### src/verilog/pmwc_pkg.sv
// Package for the power mode and wake-up controller: offsets, fields, resets, states
package pmwc_pkg;

    ////////////////////////////////////////////////////////////////////////////
    // Register byte offsets on the Wishbone slave
    localparam logic [7:0] CLK_CTRL_OFS     = 8'h00;
    localparam logic [7:0] HS_OSC_CTRL_OFS  = 8'h04;
    localparam logic [7:0] STATUS_OFS       = 8'h08;
    localparam logic [7:0] PORTA_WAKE_OFS   = 8'h0C;

    ////////////////////////////////////////////////////////////////////////////
    // Field positions
    localparam int CLK_SEL_LSB      = 5;            // sys_clk_select[2:0] at [7:5]
    localparam int HS_KEEP_BIT      = 1;            // hs_osc_keep_on_halt
    localparam int LS_KEEP_BIT      = 0;            // ls_osc_keep_on_halt
    localparam int HS_EN_BIT        = 0;            // hs_osc_enable
    localparam int HS_STABLE_BIT    = 1;            // hs_osc_stable_flag, read only
    localparam int PWRDN_BIT        = 0;            // powerdown_flag
    localparam int TIMEOUT_BIT      = 1;            // wdt_timeout_flag
    localparam int APPLIED_SEL_LSB  = 2;            // applied select at [4:2]
    localparam int HALTED_BIT       = 5;
    localparam int SW_PEND_BIT      = 6;

    ////////////////////////////////////////////////////////////////////////////
    // Values after reset
    localparam logic [2:0] CLK_SEL_RST   = 3'h0;
    localparam logic       HS_KEEP_RST   = 1'b0;
    localparam logic       LS_KEEP_RST   = 1'b0;
    localparam logic       HS_EN_RST     = 1'b1;

    // Select code that picks the low-speed subclock; 0..6 pick high speed /1../64
    localparam logic [2:0] SEL_SUBCLOCK  = 3'h7;

    ////////////////////////////////////////////////////////////////////////////
    // Timing: fixed part of a clock switch, in ref_clk cycles
    localparam int         SWITCH_PERIODS = 4;
    localparam logic [2:0] SWITCH_CYCLES  = 3'(SWITCH_PERIODS);

    ////////////////////////////////////////////////////////////////////////////
    // Controller states and halt targets
    typedef enum logic [1:0] {
        PMWC_ST_RUN,
        PMWC_ST_HALT,
        PMWC_ST_RESTART
    } pmwc_state_t;

    typedef enum logic [1:0] {
        PMWC_MODE_SLEEP,
        PMWC_MODE_STANDBY_SUBCLOCK_ONLY,
        PMWC_MODE_STANDBY_BOTH_CLOCKS,
        PMWC_MODE_STANDBY_FASTCLOCK_ONLY
    } pmwc_mode_t;

endpackage

### src/verilog/pmwc_top.sv
// Power mode and wake-up controller: clock select, halt modes, wake-up, Wishbone slave
`timescale 1ns/10ps

module pmwc_top #(
    parameter int PA_WIDTH  = 8,
    parameter int INT_COUNT = 4
) (
    input  wire logic                 ref_clk,
    input  wire logic                 reset_n,
    // Wishbone classic slave
    input  wire logic                 wb_cyc_i,
    input  wire logic                 wb_stb_i,
    input  wire logic                 wb_we_i,
    input  wire logic [7:0]           wb_adr_i,
    input  wire logic [3:0]           wb_sel_i,
    input  wire logic [31:0]          wb_dat_i,
    output logic      [31:0]          wb_dat_o,
    output logic                      wb_ack_o,
    // Core side, same clock
    input  wire logic                 halt_exec_i,
    input  wire logic                 clr_wdt_exec_i,
    input  wire logic                 wdt_enable_i,
    input  wire logic                 wdt_overflow_i,
    input  wire logic [INT_COUNT-1:0] int_req_i,
    input  wire logic [INT_COUNT-1:0] int_en_i,
    input  wire logic                 stack_full_i,
    // Asynchronous inputs
    input  wire logic [PA_WIDTH-1:0]  porta_i,
    input  wire logic                 hs_osc_ready_i,
    input  wire logic                 ls_osc_ready_i,
    // Controls out
    output logic      [2:0]           sys_clk_sel_q,
    output logic                      hs_osc_run_q,
    output logic                      ls_subclock_run_q,
    output logic                      cpu_halt_q,
    output logic                      wdt_clear_q,
    output logic                      wdt_run_q,
    output logic                      resume_next_q,
    output logic                      int_service_q,
    output logic                      pc_sp_reset_q
);

    ////////////////////////////////////////////////////////////////////////////
    // Synchronisers for pins and oscillator ready levels
    logic [PA_WIDTH-1:0] pa_s1_q, pa_s2_q, pa_s3_q;
    logic                hs_rdy_s1_q, hs_rdy_s2_q;
    logic                ls_rdy_s1_q, ls_rdy_s2_q;

    always_ff @(posedge ref_clk or negedge reset_n) begin
        if (!reset_n) begin
            pa_s1_q     <= '1;
            pa_s2_q     <= '1;
            pa_s3_q     <= '1;
            hs_rdy_s1_q <= 1'b0;
            hs_rdy_s2_q <= 1'b0;
            ls_rdy_s1_q <= 1'b0;
            ls_rdy_s2_q <= 1'b0;
        end else begin
            pa_s1_q     <= porta_i;
            pa_s2_q     <= pa_s1_q;
            pa_s3_q     <= pa_s2_q;
            hs_rdy_s1_q <= hs_osc_ready_i;
            hs_rdy_s2_q <= hs_rdy_s1_q;
            ls_rdy_s1_q <= ls_osc_ready_i;
            ls_rdy_s2_q <= ls_rdy_s1_q;
        end
    end

    ////////////////////////////////////////////////////////////////////////////
    // Software state and controller state
    logic [2:0]          clk_sel_q;
    logic                hs_keep_q, ls_keep_q, hs_en_q, hs_en_prev_q;
    logic [PA_WIDTH-1:0] pa_wake_en_q;
    logic                pwrdn_q, timeout_q, hs_stable_q, hs_run_prev_q;
    logic [2:0]          sw_cnt_q;
    logic [INT_COUNT-1:0] int_snap_q, int_wake_q;
    logic                wdt_wake_q;
    pmwc_pkg::pmwc_state_t state_q, state_d;
    pmwc_pkg::pmwc_mode_t  mode_q;

    ////////////////////////////////////////////////////////////////////////////
    // Wishbone decode; writes land on the edge where the master sees ack
    wire        wb_req    = wb_cyc_i & wb_stb_i;
    wire        wb_wr     = wb_req & wb_we_i & wb_ack_o & wb_sel_i[0];
    wire        hit_clk   = (wb_adr_i == pmwc_pkg::CLK_CTRL_OFS);
    wire        hit_hs    = (wb_adr_i == pmwc_pkg::HS_OSC_CTRL_OFS);
    wire        hit_stat  = (wb_adr_i == pmwc_pkg::STATUS_OFS);
    wire        hit_pa    = (wb_adr_i == pmwc_pkg::PORTA_WAKE_OFS);
    wire [31:0] rd_clk    = 32'({clk_sel_q, 3'h0, hs_keep_q, ls_keep_q});
    wire [31:0] rd_hs     = 32'({hs_stable_q, hs_en_q});
    wire        sw_pend   = (clk_sel_q != sys_clk_sel_q);
    wire [31:0] rd_stat   = 32'({sw_pend, (state_q != pmwc_pkg::PMWC_ST_RUN),
                                 sys_clk_sel_q, timeout_q, pwrdn_q});
    wire [31:0] rd_pa     = 32'(pa_wake_en_q);
    wire [31:0] rd_mux    = hit_clk  ? rd_clk  :
                            hit_hs   ? rd_hs   :
                            hit_stat ? rd_stat :
                            hit_pa   ? rd_pa   : 32'h0000_0000;

    // Ack one cycle after request, dropped the cycle after; unmapped reads zero
    always_ff @(posedge ref_clk or negedge reset_n) begin
        if (!reset_n) begin
            wb_ack_o <= 1'b0;
            wb_dat_o <= 32'h0000_0000;
        end else begin
            wb_ack_o <= wb_req & ~wb_ack_o;
            wb_dat_o <= (wb_req & ~wb_ack_o) ? rd_mux : wb_dat_o;
        end
    end

    // Control registers; status bits are read only
    always_ff @(posedge ref_clk or negedge reset_n) begin
        if (!reset_n) begin
            clk_sel_q    <= pmwc_pkg::CLK_SEL_RST;
            hs_keep_q    <= pmwc_pkg::HS_KEEP_RST;
            ls_keep_q    <= pmwc_pkg::LS_KEEP_RST;
            hs_en_q      <= pmwc_pkg::HS_EN_RST;
            pa_wake_en_q <= '0;
        end else if (wb_wr && hit_clk) begin
            clk_sel_q    <= wb_dat_i[pmwc_pkg::CLK_SEL_LSB +: 3];
            hs_keep_q    <= wb_dat_i[pmwc_pkg::HS_KEEP_BIT];
            ls_keep_q    <= wb_dat_i[pmwc_pkg::LS_KEEP_BIT];
        end else if (wb_wr && hit_hs) begin
            hs_en_q      <= wb_dat_i[pmwc_pkg::HS_EN_BIT];
        end else if (wb_wr && hit_pa) begin
            pa_wake_en_q <= wb_dat_i[PA_WIDTH-1:0];
        end
    end

    ////////////////////////////////////////////////////////////////////////////
    // Clock switching
    wire target_slow = (clk_sel_q == pmwc_pkg::SEL_SUBCLOCK);
    wire cur_slow    = (sys_clk_sel_q == pmwc_pkg::SEL_SUBCLOCK);
    wire target_rdy  = target_slow ? ls_rdy_s2_q : (cur_slow ? hs_stable_q : 1'b1);
    wire running     = (state_q == pmwc_pkg::PMWC_ST_RUN);
    wire sw_count_ok = (sw_cnt_q == pmwc_pkg::SWITCH_CYCLES - 3'h1);
    wire sw_apply    = running & sw_pend & sw_count_ok & target_rdy;

    // apply select after the fixed delay; frozen while halted
    // fixed four periods, then wait only for the target source
    always_ff @(posedge ref_clk or negedge reset_n) begin
        if (!reset_n) begin
            sw_cnt_q      <= 3'h0;
            sys_clk_sel_q <= pmwc_pkg::CLK_SEL_RST;
        end else begin
            sw_cnt_q      <= (!running || !sw_pend || sw_apply) ? 3'h0 :
                             (sw_count_ok ? sw_cnt_q : sw_cnt_q + 3'h1);
            sys_clk_sel_q <= sw_apply ? clk_sel_q : sys_clk_sel_q;
        end
    end

    ////////////////////////////////////////////////////////////////////////////
    // High-speed stable flag follows the oscillator's run control and the enable bit
    // cleared on (re)start, set once the ready level is seen
    wire hs_restart = (hs_osc_run_q & ~hs_run_prev_q) | (hs_en_q & ~hs_en_prev_q);

    always_ff @(posedge ref_clk or negedge reset_n) begin
        if (!reset_n) begin
            // Previous levels match the reset levels, so no false start follows reset
            hs_stable_q   <= 1'b0;
            hs_run_prev_q <= 1'b1;
            hs_en_prev_q  <= pmwc_pkg::HS_EN_RST;
        end else begin
            hs_stable_q   <= hs_osc_run_q & ~hs_restart & (hs_stable_q | hs_rdy_s2_q);
            hs_run_prev_q <= hs_osc_run_q;
            hs_en_prev_q  <= hs_en_q;
        end
    end

    ////////////////////////////////////////////////////////////////////////////
    // Halt entry and wake-up sources
    wire halt_take = running & halt_exec_i;
    // falling edge on an enabled pin; synchronised levels only
    wire [PA_WIDTH-1:0] pa_fall = pa_s3_q & ~pa_s2_q & pa_wake_en_q;
    // requests present at halt entry are masked
    wire [INT_COUNT-1:0] int_new = int_req_i & ~int_snap_q;
    wire in_halt   = (state_q == pmwc_pkg::PMWC_ST_HALT);
    // any of the three sources wakes
    wire wake      = in_halt & ((|pa_fall) | (|int_new) | wdt_overflow_i);
    // oscillator of the applied system clock must be stable
    wire osc_ok    = cur_slow ? ls_rdy_s2_q : hs_stable_q;
    wire restarted = (state_q == pmwc_pkg::PMWC_ST_RESTART) & osc_ok;

    // Mode decoded from keep bits sampled at halt
    // sampled at the halt instruction
    wire [1:0] keep_pair = {hs_keep_q, ls_keep_q};
    pmwc_pkg::pmwc_mode_t mode_pick;
    assign mode_pick = (keep_pair == 2'h0) ? pmwc_pkg::PMWC_MODE_SLEEP :
                       (keep_pair == 2'h1) ? pmwc_pkg::PMWC_MODE_STANDBY_SUBCLOCK_ONLY :
                       (keep_pair == 2'h3) ? pmwc_pkg::PMWC_MODE_STANDBY_BOTH_CLOCKS :
                                             pmwc_pkg::PMWC_MODE_STANDBY_FASTCLOCK_ONLY;

    // Next state
    always_comb begin
        state_d = state_q;
        case (state_q)
            pmwc_pkg::PMWC_ST_RUN:     state_d = halt_exec_i ? pmwc_pkg::PMWC_ST_HALT : state_q;
            pmwc_pkg::PMWC_ST_HALT:    state_d = wake ? pmwc_pkg::PMWC_ST_RESTART : state_q;
            pmwc_pkg::PMWC_ST_RESTART: state_d = osc_ok ? pmwc_pkg::PMWC_ST_RUN : state_q;
            default:                   state_d = pmwc_pkg::PMWC_ST_RUN;
        endcase
    end

    // State, sampled mode, masked requests and wake cause
    always_ff @(posedge ref_clk or negedge reset_n) begin
        if (!reset_n) begin
            state_q    <= pmwc_pkg::PMWC_ST_RUN;
            mode_q     <= pmwc_pkg::PMWC_MODE_SLEEP;
            int_snap_q <= '0;
            int_wake_q <= '0;
            wdt_wake_q <= 1'b0;
        end else begin
            state_q    <= state_d;
            mode_q     <= halt_take ? mode_pick : mode_q;
            int_snap_q <= halt_take ? int_req_i : int_snap_q;
            int_wake_q <= wake ? int_new : int_wake_q;
            wdt_wake_q <= wake ? wdt_overflow_i : wdt_wake_q;
        end
    end

    ////////////////////////////////////////////////////////////////////////////
    // Status flags; a set in the same cycle as a clear wins
    // halt sets powerdown; only clear-watchdog clears it
    wire pwrdn_d   = halt_take | (pwrdn_q & ~clr_wdt_exec_i);
    // overflow sets timeout; halt entry clears it
    wire timeout_d = wdt_overflow_i | (timeout_q & ~halt_take);

    always_ff @(posedge ref_clk or negedge reset_n) begin
        if (!reset_n) begin
            pwrdn_q   <= 1'b0;
            timeout_q <= 1'b0;
        end else begin
            pwrdn_q   <= pwrdn_d;
            timeout_q <= timeout_d;
        end
    end

    ////////////////////////////////////////////////////////////////////////////
    // Oscillator run controls per mode
    // halted clocks follow the sampled keep bits
    wire halted_d = (state_d == pmwc_pkg::PMWC_ST_HALT);
    pmwc_pkg::pmwc_mode_t mode_eff;
    assign mode_eff = halt_take ? mode_pick : mode_q;
    wire hs_keep_eff = (mode_eff == pmwc_pkg::PMWC_MODE_STANDBY_BOTH_CLOCKS) |
                       (mode_eff == pmwc_pkg::PMWC_MODE_STANDBY_FASTCLOCK_ONLY);
    wire ls_keep_eff = (mode_eff == pmwc_pkg::PMWC_MODE_STANDBY_BOTH_CLOCKS) |
                       (mode_eff == pmwc_pkg::PMWC_MODE_STANDBY_SUBCLOCK_ONLY);
    // Fast mode always needs the high-speed source, whatever the enable says
    wire hs_run_d = halted_d ? hs_keep_eff : (hs_en_q | ~cur_slow | ~target_slow);
    wire ls_run_d = halted_d ? ls_keep_eff : 1'b1;

    // Registered controls; cpu halt also freezes core state, memory and ports
    // execution held from halt until the restart completes
    always_ff @(posedge ref_clk or negedge reset_n) begin
        if (!reset_n) begin
            hs_osc_run_q      <= 1'b1;
            ls_subclock_run_q <= 1'b1;
            cpu_halt_q        <= 1'b0;
            wdt_run_q         <= 1'b0;
        end else begin
            hs_osc_run_q      <= hs_run_d;
            ls_subclock_run_q <= ls_run_d;
            cpu_halt_q        <= (state_d != pmwc_pkg::PMWC_ST_RUN);
            wdt_run_q         <= wdt_enable_i;
        end
    end

    ////////////////////////////////////////////////////////////////////////////
    // One-cycle actions: watchdog clear at entry, resume kind when the restart completes
    // clear the watchdog; it keeps counting only while enabled
    // watchdog wake resets only PC and SP
    // enabled interrupt and free stack: serviced immediately
    // otherwise resume after halt; request left pending
    wire int_take = (|(int_wake_q & int_en_i)) & ~stack_full_i;

    always_ff @(posedge ref_clk or negedge reset_n) begin
        if (!reset_n) begin
            wdt_clear_q   <= 1'b0;
            pc_sp_reset_q <= 1'b0;
            int_service_q <= 1'b0;
            resume_next_q <= 1'b0;
        end else begin
            wdt_clear_q   <= halt_take;
            pc_sp_reset_q <= restarted & wdt_wake_q;
            int_service_q <= restarted & ~wdt_wake_q & int_take;
            resume_next_q <= restarted & ~wdt_wake_q & ~int_take;
        end
    end

    ////////////////////////////////////////////////////////////////////////////
    // Checks
    sleep_entry_a: assert property (
        @(posedge ref_clk) disable iff (!reset_n)
        halt_take && !hs_keep_q && !ls_keep_q |=> cpu_halt_q && !hs_osc_run_q
                                                  && !ls_subclock_run_q)
        else $error("sleep entry left a clock running");

    standby_sub_a: assert property (
        @(posedge ref_clk) disable iff (!reset_n)
        halt_take && !hs_keep_q && ls_keep_q |=> !hs_osc_run_q && ls_subclock_run_q)
        else $error("subclock-only standby clocks wrong");

    standby_both_a: assert property (
        @(posedge ref_clk) disable iff (!reset_n)
        halt_take && hs_keep_q && ls_keep_q |=> hs_osc_run_q && ls_subclock_run_q
                                                && cpu_halt_q)
        else $error("both-clock standby clocks wrong");

    standby_fast_a: assert property (
        @(posedge ref_clk) disable iff (!reset_n)
        halt_take && hs_keep_q && !ls_keep_q |=> hs_osc_run_q && !ls_subclock_run_q)
        else $error("fast-only standby clocks wrong");

    entry_flags_a: assert property (
        @(posedge ref_clk) disable iff (!reset_n)
        halt_take && !wdt_overflow_i |=> pwrdn_q && !timeout_q && wdt_clear_q)
        else $error("halt entry flags wrong");

    pwrdn_clear_a: assert property (
        @(posedge ref_clk) disable iff (!reset_n)
        $fell(pwrdn_q) |-> $past(clr_wdt_exec_i))
        else $error("powerdown flag cleared without clear-watchdog");

    stale_int_a: assert property (
        @(posedge ref_clk) disable iff (!reset_n)
        in_halt && !(|pa_fall) && !wdt_overflow_i && ((int_req_i & ~int_snap_q) == '0)
        |=> state_q == pmwc_pkg::PMWC_ST_HALT)
        else $error("woke on a request present before halt");

    wdt_wake_a: assert property (
        @(posedge ref_clk) disable iff (!reset_n)
        in_halt && wdt_overflow_i |=> timeout_q && state_q == pmwc_pkg::PMWC_ST_RESTART)
        else $error("watchdog overflow did not wake with timeout set");

    resume_stable_a: assert property (
        @(posedge ref_clk) disable iff (!reset_n)
        $fell(cpu_halt_q) |-> $past(osc_ok))
        else $error("resumed before oscillator stable");

    switch_time_a: assert property (
        @(posedge ref_clk) disable iff (!reset_n)
        running && sw_pend && target_rdy && sw_cnt_q == 3'h0 && !halt_exec_i
        && $stable(clk_sel_q) ##1 (target_rdy && running)[*3] |=> !sw_pend)
        else $error("clock switch exceeded four periods");

    hs_flag_start_a: assert property (
        @(posedge ref_clk) disable iff (!reset_n)
        $rose(hs_osc_run_q) |=> !hs_stable_q)
        else $error("stable flag not cleared on oscillator start");

endmodule

### config.mk
export PLATFORM = sky130hd
export DESIGN_NAME = pmwc_top
export DESIGN_NICKNAME = d
export VERILOG_FILES = /design/src/verilog/pmwc_pkg.sv /design/src/verilog/pmwc_top.sv
export SDC_FILE = /design/constraint.sdc
export NUM_CORES = 1
export LEC_CHECK = 0
export ABC_CLOCK_PERIOD_IN_PS = 1550
export BUFFER_PORTS_ARGS = -buffer_cell sky130_fd_sc_hd__buf_2
export CAP_MARGIN = 30
export CORE_ASPECT_RATIO = 1.75
export CORE_MARGIN = 2
export CORE_UTILIZATION = 45
export CTS_CLUSTER_DIAMETER = 100
export CTS_CLUSTER_SIZE = 25
export DETAILED_ROUTE_END_ITERATION = 10
export GPL_TIMING_DRIVEN = 0
export PLACE_DENSITY = 0.76
export SLEW_MARGIN = 20
export SYNTH_ARGS = -nofsm -noshare
export SYNTH_HDL_FRONTEND = slang
export SYNTH_SLANG_ARGS = --single-unit
export TNS_END_PERCENT = 20
### constraint.sdc
create_clock -name ref_clk -period 1.55 [get_ports ref_clk]
set_input_delay 0 -clock ref_clk [delete_from_list [all_inputs] [get_ports ref_clk]]
set_output_delay 0 -clock ref_clk [all_outputs]
set_load 0.05 [all_outputs]
# After elaboration in Yosys (flattened, before gate mapping)
# Index checks and enable logic that the tools add are counted.
dict set report word_totals {
  reg_bits 107
  rom_bits 0
  wordCells 138
  out_inout_bits 44
  ram_bits 0
  inputBits 72
  latchBits 0
  memories 0
}
dict set report classes {
  n_eq_ne 16
  mul 0
  n_mux 19
  div_mod_pow 0
  n_lt_le_gt_ge 0
  n_addsub 1
  n_bitwise 51
  shifts 0
  reduce_logical 17
}
# cell count
set op_table {}
lappend op_table {{$mux 8} 4}
lappend op_table {{$and 1x1->1} 22}
lappend op_table {{$and 8x8->8} 2}
lappend op_table {{$eq 8x4->1 const B} 2}
lappend op_table {{$not 1->1} 13}
lappend op_table {{$mux 2} 6}
lappend op_table {{$or 1x1->1} 10}
lappend op_table {{$and 4x4->4} 2}
lappend op_table {{$eq 2x1->1 const B} 4}
lappend op_table {{$eq 2x2->1 const B} 4}
lappend op_table {{$eq 8x3->1 const B} 1}
lappend op_table {{$logic_not 8->1} 1}
lappend op_table {{$not 8->8} 1}
lappend op_table {{$reduce_or 4->1} 2}
lappend op_table {{$reduce_or 8->1} 1}
lappend op_table {{$eq 3x3->1 const B} 2}
lappend op_table {{$mux 1} 6}
lappend op_table {{$mux 3} 2}
lappend op_table {{$pmux 2 s3} 1}
lappend op_table {{$logic_not 2->1} 2}
lappend op_table {{$not 4->4} 1}
lappend op_table {{$reduce_bool 2->1} 2}
lappend op_table {{$add 3x1->3 const B} 1}
lappend op_table {{$eq 3x2->1 const B} 1}
lappend op_table {{7 further kinds} 11}

# Longest topological paths before layout
dict set report depth {
  ltp_word 11
  mapped_depth 6
  ltp_nobuf 5
}

# Worst setup path after synthesis
# OpenSTA, ideal clock, no wires.
dict set report synth_timing {
  path_kind {reg2reg}
  startpoint {register wb_ack_o}
  endpoint {register clk_sel_q[0]}
  period_less_slack_ns 1.811
  t_required_ns 1.425
  setup_ns 0.125
  stages_incl_launch_ff 5
  n_path_buf 0
  arrival_time_ns 1.686
  slack_ns -0.261
  path_cell_list {dfrtp_1 > nand3_1 > or3_4 > nor3_4 > mux2_2}
}
dict set report synth_via {
  elab_chain_cells 3
}
# element line_no
set synth_lines {}
lappend synth_lines {{from (decl)} pmwc_top.sv:18} ;# output logic wb_ack_o,
lappend synth_lines {{from (signal assigned)} pmwc_top.sv:106} ;# wb_ack_o <= wb_req & ~wb_ack_o;
lappend synth_lines {{$and 1x1->1 (2 in a row)} pmwc_top.sv:84} ;# wire wb_wr = wb_req & wb_we_i & wb_ack_o & wb_sel_i[0];
lappend synth_lines {{$logic_and 1x1->1} pmwc_top.sv:119} ;# end else if (wb_wr && hit_clk) begin
lappend synth_lines {{to (signal assigned)} pmwc_top.sv:114} ;# clk_sel_q <= pmwc_pkg::CLK_SEL_RST;
lappend synth_lines {{to (signal assigned)} pmwc_top.sv:120} ;# clk_sel_q <= wb_dat_i[pmwc_pkg::CLK_SEL_LSB +: 3];
lappend synth_lines {{to (decl)} pmwc_top.sv:71} ;# logic [2:0] clk_sel_q;
# Every way passes these cells.
# A chain may end at the register's enable or synchronous reset.

# Worst setup path in the final report
dict set report layout_timing {
  startpoint {register pa_s2_q[4]}
  endpoint {register wdt_wake_q}
}
dict set report layout_via {
  elab_chain_cells 7
}
# element line_no
set layout_lines {}
lappend layout_lines {{from (decl)} pmwc_top.sv:45} ;# logic [PA_WIDTH-1:0] pa_s1_q, pa_s2_q, pa_s3_q;
lappend layout_lines {{from (signal assigned)} pmwc_top.sv:60} ;# pa_s2_q <= pa_s1_q;
lappend layout_lines {{$not 8->8} pmwc_top.sv:174} ;# wire [PA_WIDTH-1:0] pa_fall = pa_s3_q & ~pa_s2_q & pa_wake_en_q;
lappend layout_lines {{$and 8x8->8 (2 in a row)} pmwc_top.sv:174}
lappend layout_lines {{$reduce_or 8->1} pmwc_top.sv:179} ;# wire wake = in_halt & ((|pa_fall) | (|int_new) | wdt_overflow_i);
lappend layout_lines {{$or 1x1->1 (2 in a row)} pmwc_top.sv:179}
lappend layout_lines {{$and 1x1->1} pmwc_top.sv:179}
lappend layout_lines {{to (signal assigned)} pmwc_top.sv:217} ;# wdt_wake_q <= wake ? wdt_overflow_i : wdt_wake_q;
lappend layout_lines {{to (decl)} pmwc_top.sv:77} ;# logic wdt_wake_q;
# Every way passes these cells.

==> flow_metrics.py <==
metrics = {
    "drt": {
        "drt-total-wl_um": 7370,
        "viasPerCell": 4.81,
        "routed-via-count": 2439,
        "dr.pass1.iters": 6,
        "drcViolationCount": 0,
        "drtAntennaViolNets": 0,
        "detail_route.wl_per_cell_um": 14.5,
        "drtIter0Drc": 176,
    },
    "grt": {
        "grt_first_pass_wirelength_um": 11700,
        "grt-ovfl-total": 0,
        "grt_usage": 0.183,
        "grt_pass1_vias": 2530,
        "grt_max_degree": 48,
        "grt_antenna_before_repair": 0,
    },
    "synth": {
        "synth_top_area_cell": "dfrtp_1",
        "synth.avg_cell_area_um2": 12.7,
        "postSynthCellCount": 270,
        "synth_flop_cell": "dfrtp_1",
        "synth.distinct_cells": 44,
        "synth_edf_count": 0,
        "syn_area_um2": 3430,
        "netlist_top_cells_area": "dfrtp_1 39%, dfstp_2 22%, mux2_2 7.2%, buf_4 5.3%, nand2_1 2.1%",
        "yosys_warnings": 0,
        "ys_seq_area_frac": 0.616,
        "yosys.area.top_type_share": 0.394,
        "yosys_register_bits": 83,
        "ys_async_sr_fraction": 1.00,
    },
    "worst_setup_path": {
        "critical_path.top_delay_family": "flip-flops",
        "path_class": "reg -> reg",
        "critical_path_arrival_ps": 2020,
        "crit_buf_inv": 0,
        "end_kind": "register",
        "critPathRequiredTime_ps": 1760,
        "path_cells": "and3b_1, a31oi_2, nand4_1, o21ai_4, mux2_4",
        "max_stage_delay_ps": 520,
        "worstPathMaxFanout": 3,
        "start_kind": "register",
        "slowest_stage": "dfstp_2",
    },
    "layout": {
        "drive_above_1_share": 0.480,
        "final_util": 0.650,
        "area_growth_pct": 41.4,
        "final_area_um2": 4850,
        "num_antenna_cells": 0,
        "nets": 490,
        "n_fill_cell": 545,
    },
    "timing": {
        "slew_viol_final": 0,
        "setup_slack_ps": -257,
        "fin_skew_ps": 5.94,
        "rsz0062_at_grt": "true",
        "period_needed_ps": 1810,
        "tightest_slew_ps": 610,
        "slew-limit-headroom": 0.594,
        "setup_viol": 16,
        "max_freq_mhz": 554,
        "fin_crit_sh": 1.17,
        "hold_violations": 0,
    },
    "clock_network": {
        "clock_latency_ps": 330,
        "cts.clk_slew.worst_paths_ps": 60,
        "clockBufferDepth": 2,
        "cts_buffers": 9,
        "cts_max_level": 3,
        "clock_sinks": 83,
        "cts_tree": "done",
        "root_buffer": "clkbuf_16",
    },
    "power": {
        "power.density_nw_per_um2": 1230,
        "ir_drop_mv": 0.988,
        "p_leak_nw": 2.40,
        "finalPower_mw": 5.94,
    },
    "run": {
        "drv_cap": 0,
    },
    "die": {
        "num_rows": 42,
        "design.die.area_um2": 8360,
        "coreArea_um2": 7460,
        "start_util": 0.460,
        "die_h_um": 119,
        "pin_count": 116,
        "die_x_um": 70.0,
    },
    "place": {
        "port_buffers": 64,
        "dpl_cell_area_um2": 3970,
        "pre_cts_slack_ps": -427,
        "gp_congestion": 0.908,
        "dp_hpwl_um": 4820,
    },
    "min_path": {
        "worstHoldPathType": "in -> reg",
    },
    "outcome": {
        "violations": "setup timing",
        "outcome": "finished with violations",
    },
}
## cells in the final DEF (no fill, tap or decap), types with 12 or more instances in the layout
master and instances:
buf_2 63, buf_4 40, conb_1 24, dfrtp_1 48, dfstp_2 29, dlygate4sd3_1 28
inv_1 13, mux2_2 17, nand2_1 19, nor2_1 12
## synth_stat cells (all sizes together), types with 3 or more instances
| cell type | count |
|---|---|
| clkbuf | 4 |
| nor2 | 14 |
| ha | 4 |
| o21ai | 13 |
| and3 | 4 |
| inv | 14 |
| xor2 | 5 |
| dfrtp | 54 |
| a21oi | 3 |
| nand3b | 5 |
| dfstp | 29 |
| nor3 | 4 |
| nand2 | 19 |
| nand2b | 3 |
| mux2 | 22 |
| a21o | 4 |
| a31oi | 4 |
| mux2i | 4 |
| buf | 24 |
| nor3b | 3 |
| nand3 | 8 |
## path summary, 6_finish.rpt
path	from	end	slack [ps]	cells after the start
worst max register to register	pa_s2_q[4]$_DFF_PN1_	wdt_wake_q$_DFFE_PN0P_	-260	5
worst max-delay path	pa_s2_q[4]$_DFF_PN1_	wdt_wake_q$_DFFE_PN0P_	-260	5
min in group asynchronous	reset_n	cpu_halt_q$_DFF_PN0_	210	2
worst min-delay path	halt_exec_i	cpu_halt_q$_DFF_PN0_	20	3
worst min register to register	ls_rdy_s1_q$_DFF_PN0_	ls_rdy_s2_q$_DFF_PN0_	350	0
max in group asynchronous	reset_n	pa_s3_q[2]$_DFF_PN1_	660	3
## cell families after synthesis
family,after synthesis,share of synthesized area
AND/OR/NAND/NOR,69,0.113
flip-flops,83,0.616
other,1,0.00109
AO/OA/AOI/OAI,37,0.0708
multiplexers,28,0.0970
buffers and inverters,42,0.0722
adder cells (fa/ha/maj),4,0.0146
XOR/XNOR,6,0.0153
## sequential cells by signal, indices dropped and copies added, names as in the netlist, 2 cells and up
register and count:
pa_s1_q 8, wb_dat_o 8, int_snap_q 4, sw_cnt_q 3, pa_s3_q 8, clk_sel_q 3
pa_wake_en_q 8, int_wake_q 4, mode_q 2, sys_clk_sel_q 3, state_q 2, pa_s2_q 8
## power breakdown
| part | internal, mW | switching, mW | leakage [nW] |
|---|---|---|---|
| combinational | 0.434 | 0.717 | 1.24 |
| sequential | 2.47 | 0.164 | 1.01 |
| clock | 1.37 | 0.794 | 0.159 |
## layout make-up
cell class                 instances  area (um^2)  share of cell area
clock buffer                      14          307              0.0632
inverter                          14         52.6              0.0108
buffer                            28          196              0.0405
clock inverter                     2         11.3             0.00232
timing repair buffer             110          758               0.156
multi-input combinational        168         1290               0.267
sequential                        83         2120               0.437
tap                               88          110              0.0227
## layer usage
metal | global-route usage | wire [um] | up-vias
met5 | 0 | 0 | -
met4 | 0.107 | 281 | 0
met3 | 0.0415 | 353 | 16
met2 | 0.315 | 3900 | 90
met1 | 0.205 | 2830 | 1166
li1 | - | - | 1167
## metrics by stage
stage	hold slack [ps]	TNS, ps	std cells
final	22.6	-2050	507
after global routing	30.5	-3780	507
after CTS	6.99	-2190	503
after global placement	106	-7290	445
after floorplan	-296	-1810	293
after detailed placement	51.1	-3580	446
## worst register-to-register path, stage by stage, from the launching register on
cell	delay (ps)
dfstp_2	520
and3b_1	180
a31oi_2	180
nand4_1	220
o21ai_4	270
mux2_4	320
## repair_timing
action / 4_1_cts / 5_1_grt
hold buffers: 28 / 0
hold endpoints to repair: 74 / 0
pin swaps: 10 / 4
gates resized for setup: 18 / 13
endpoints found under the setup margin: 24 / 27
setup buffers: 13 / 5
Note: power is estimated with default switching activity, not from simulation.
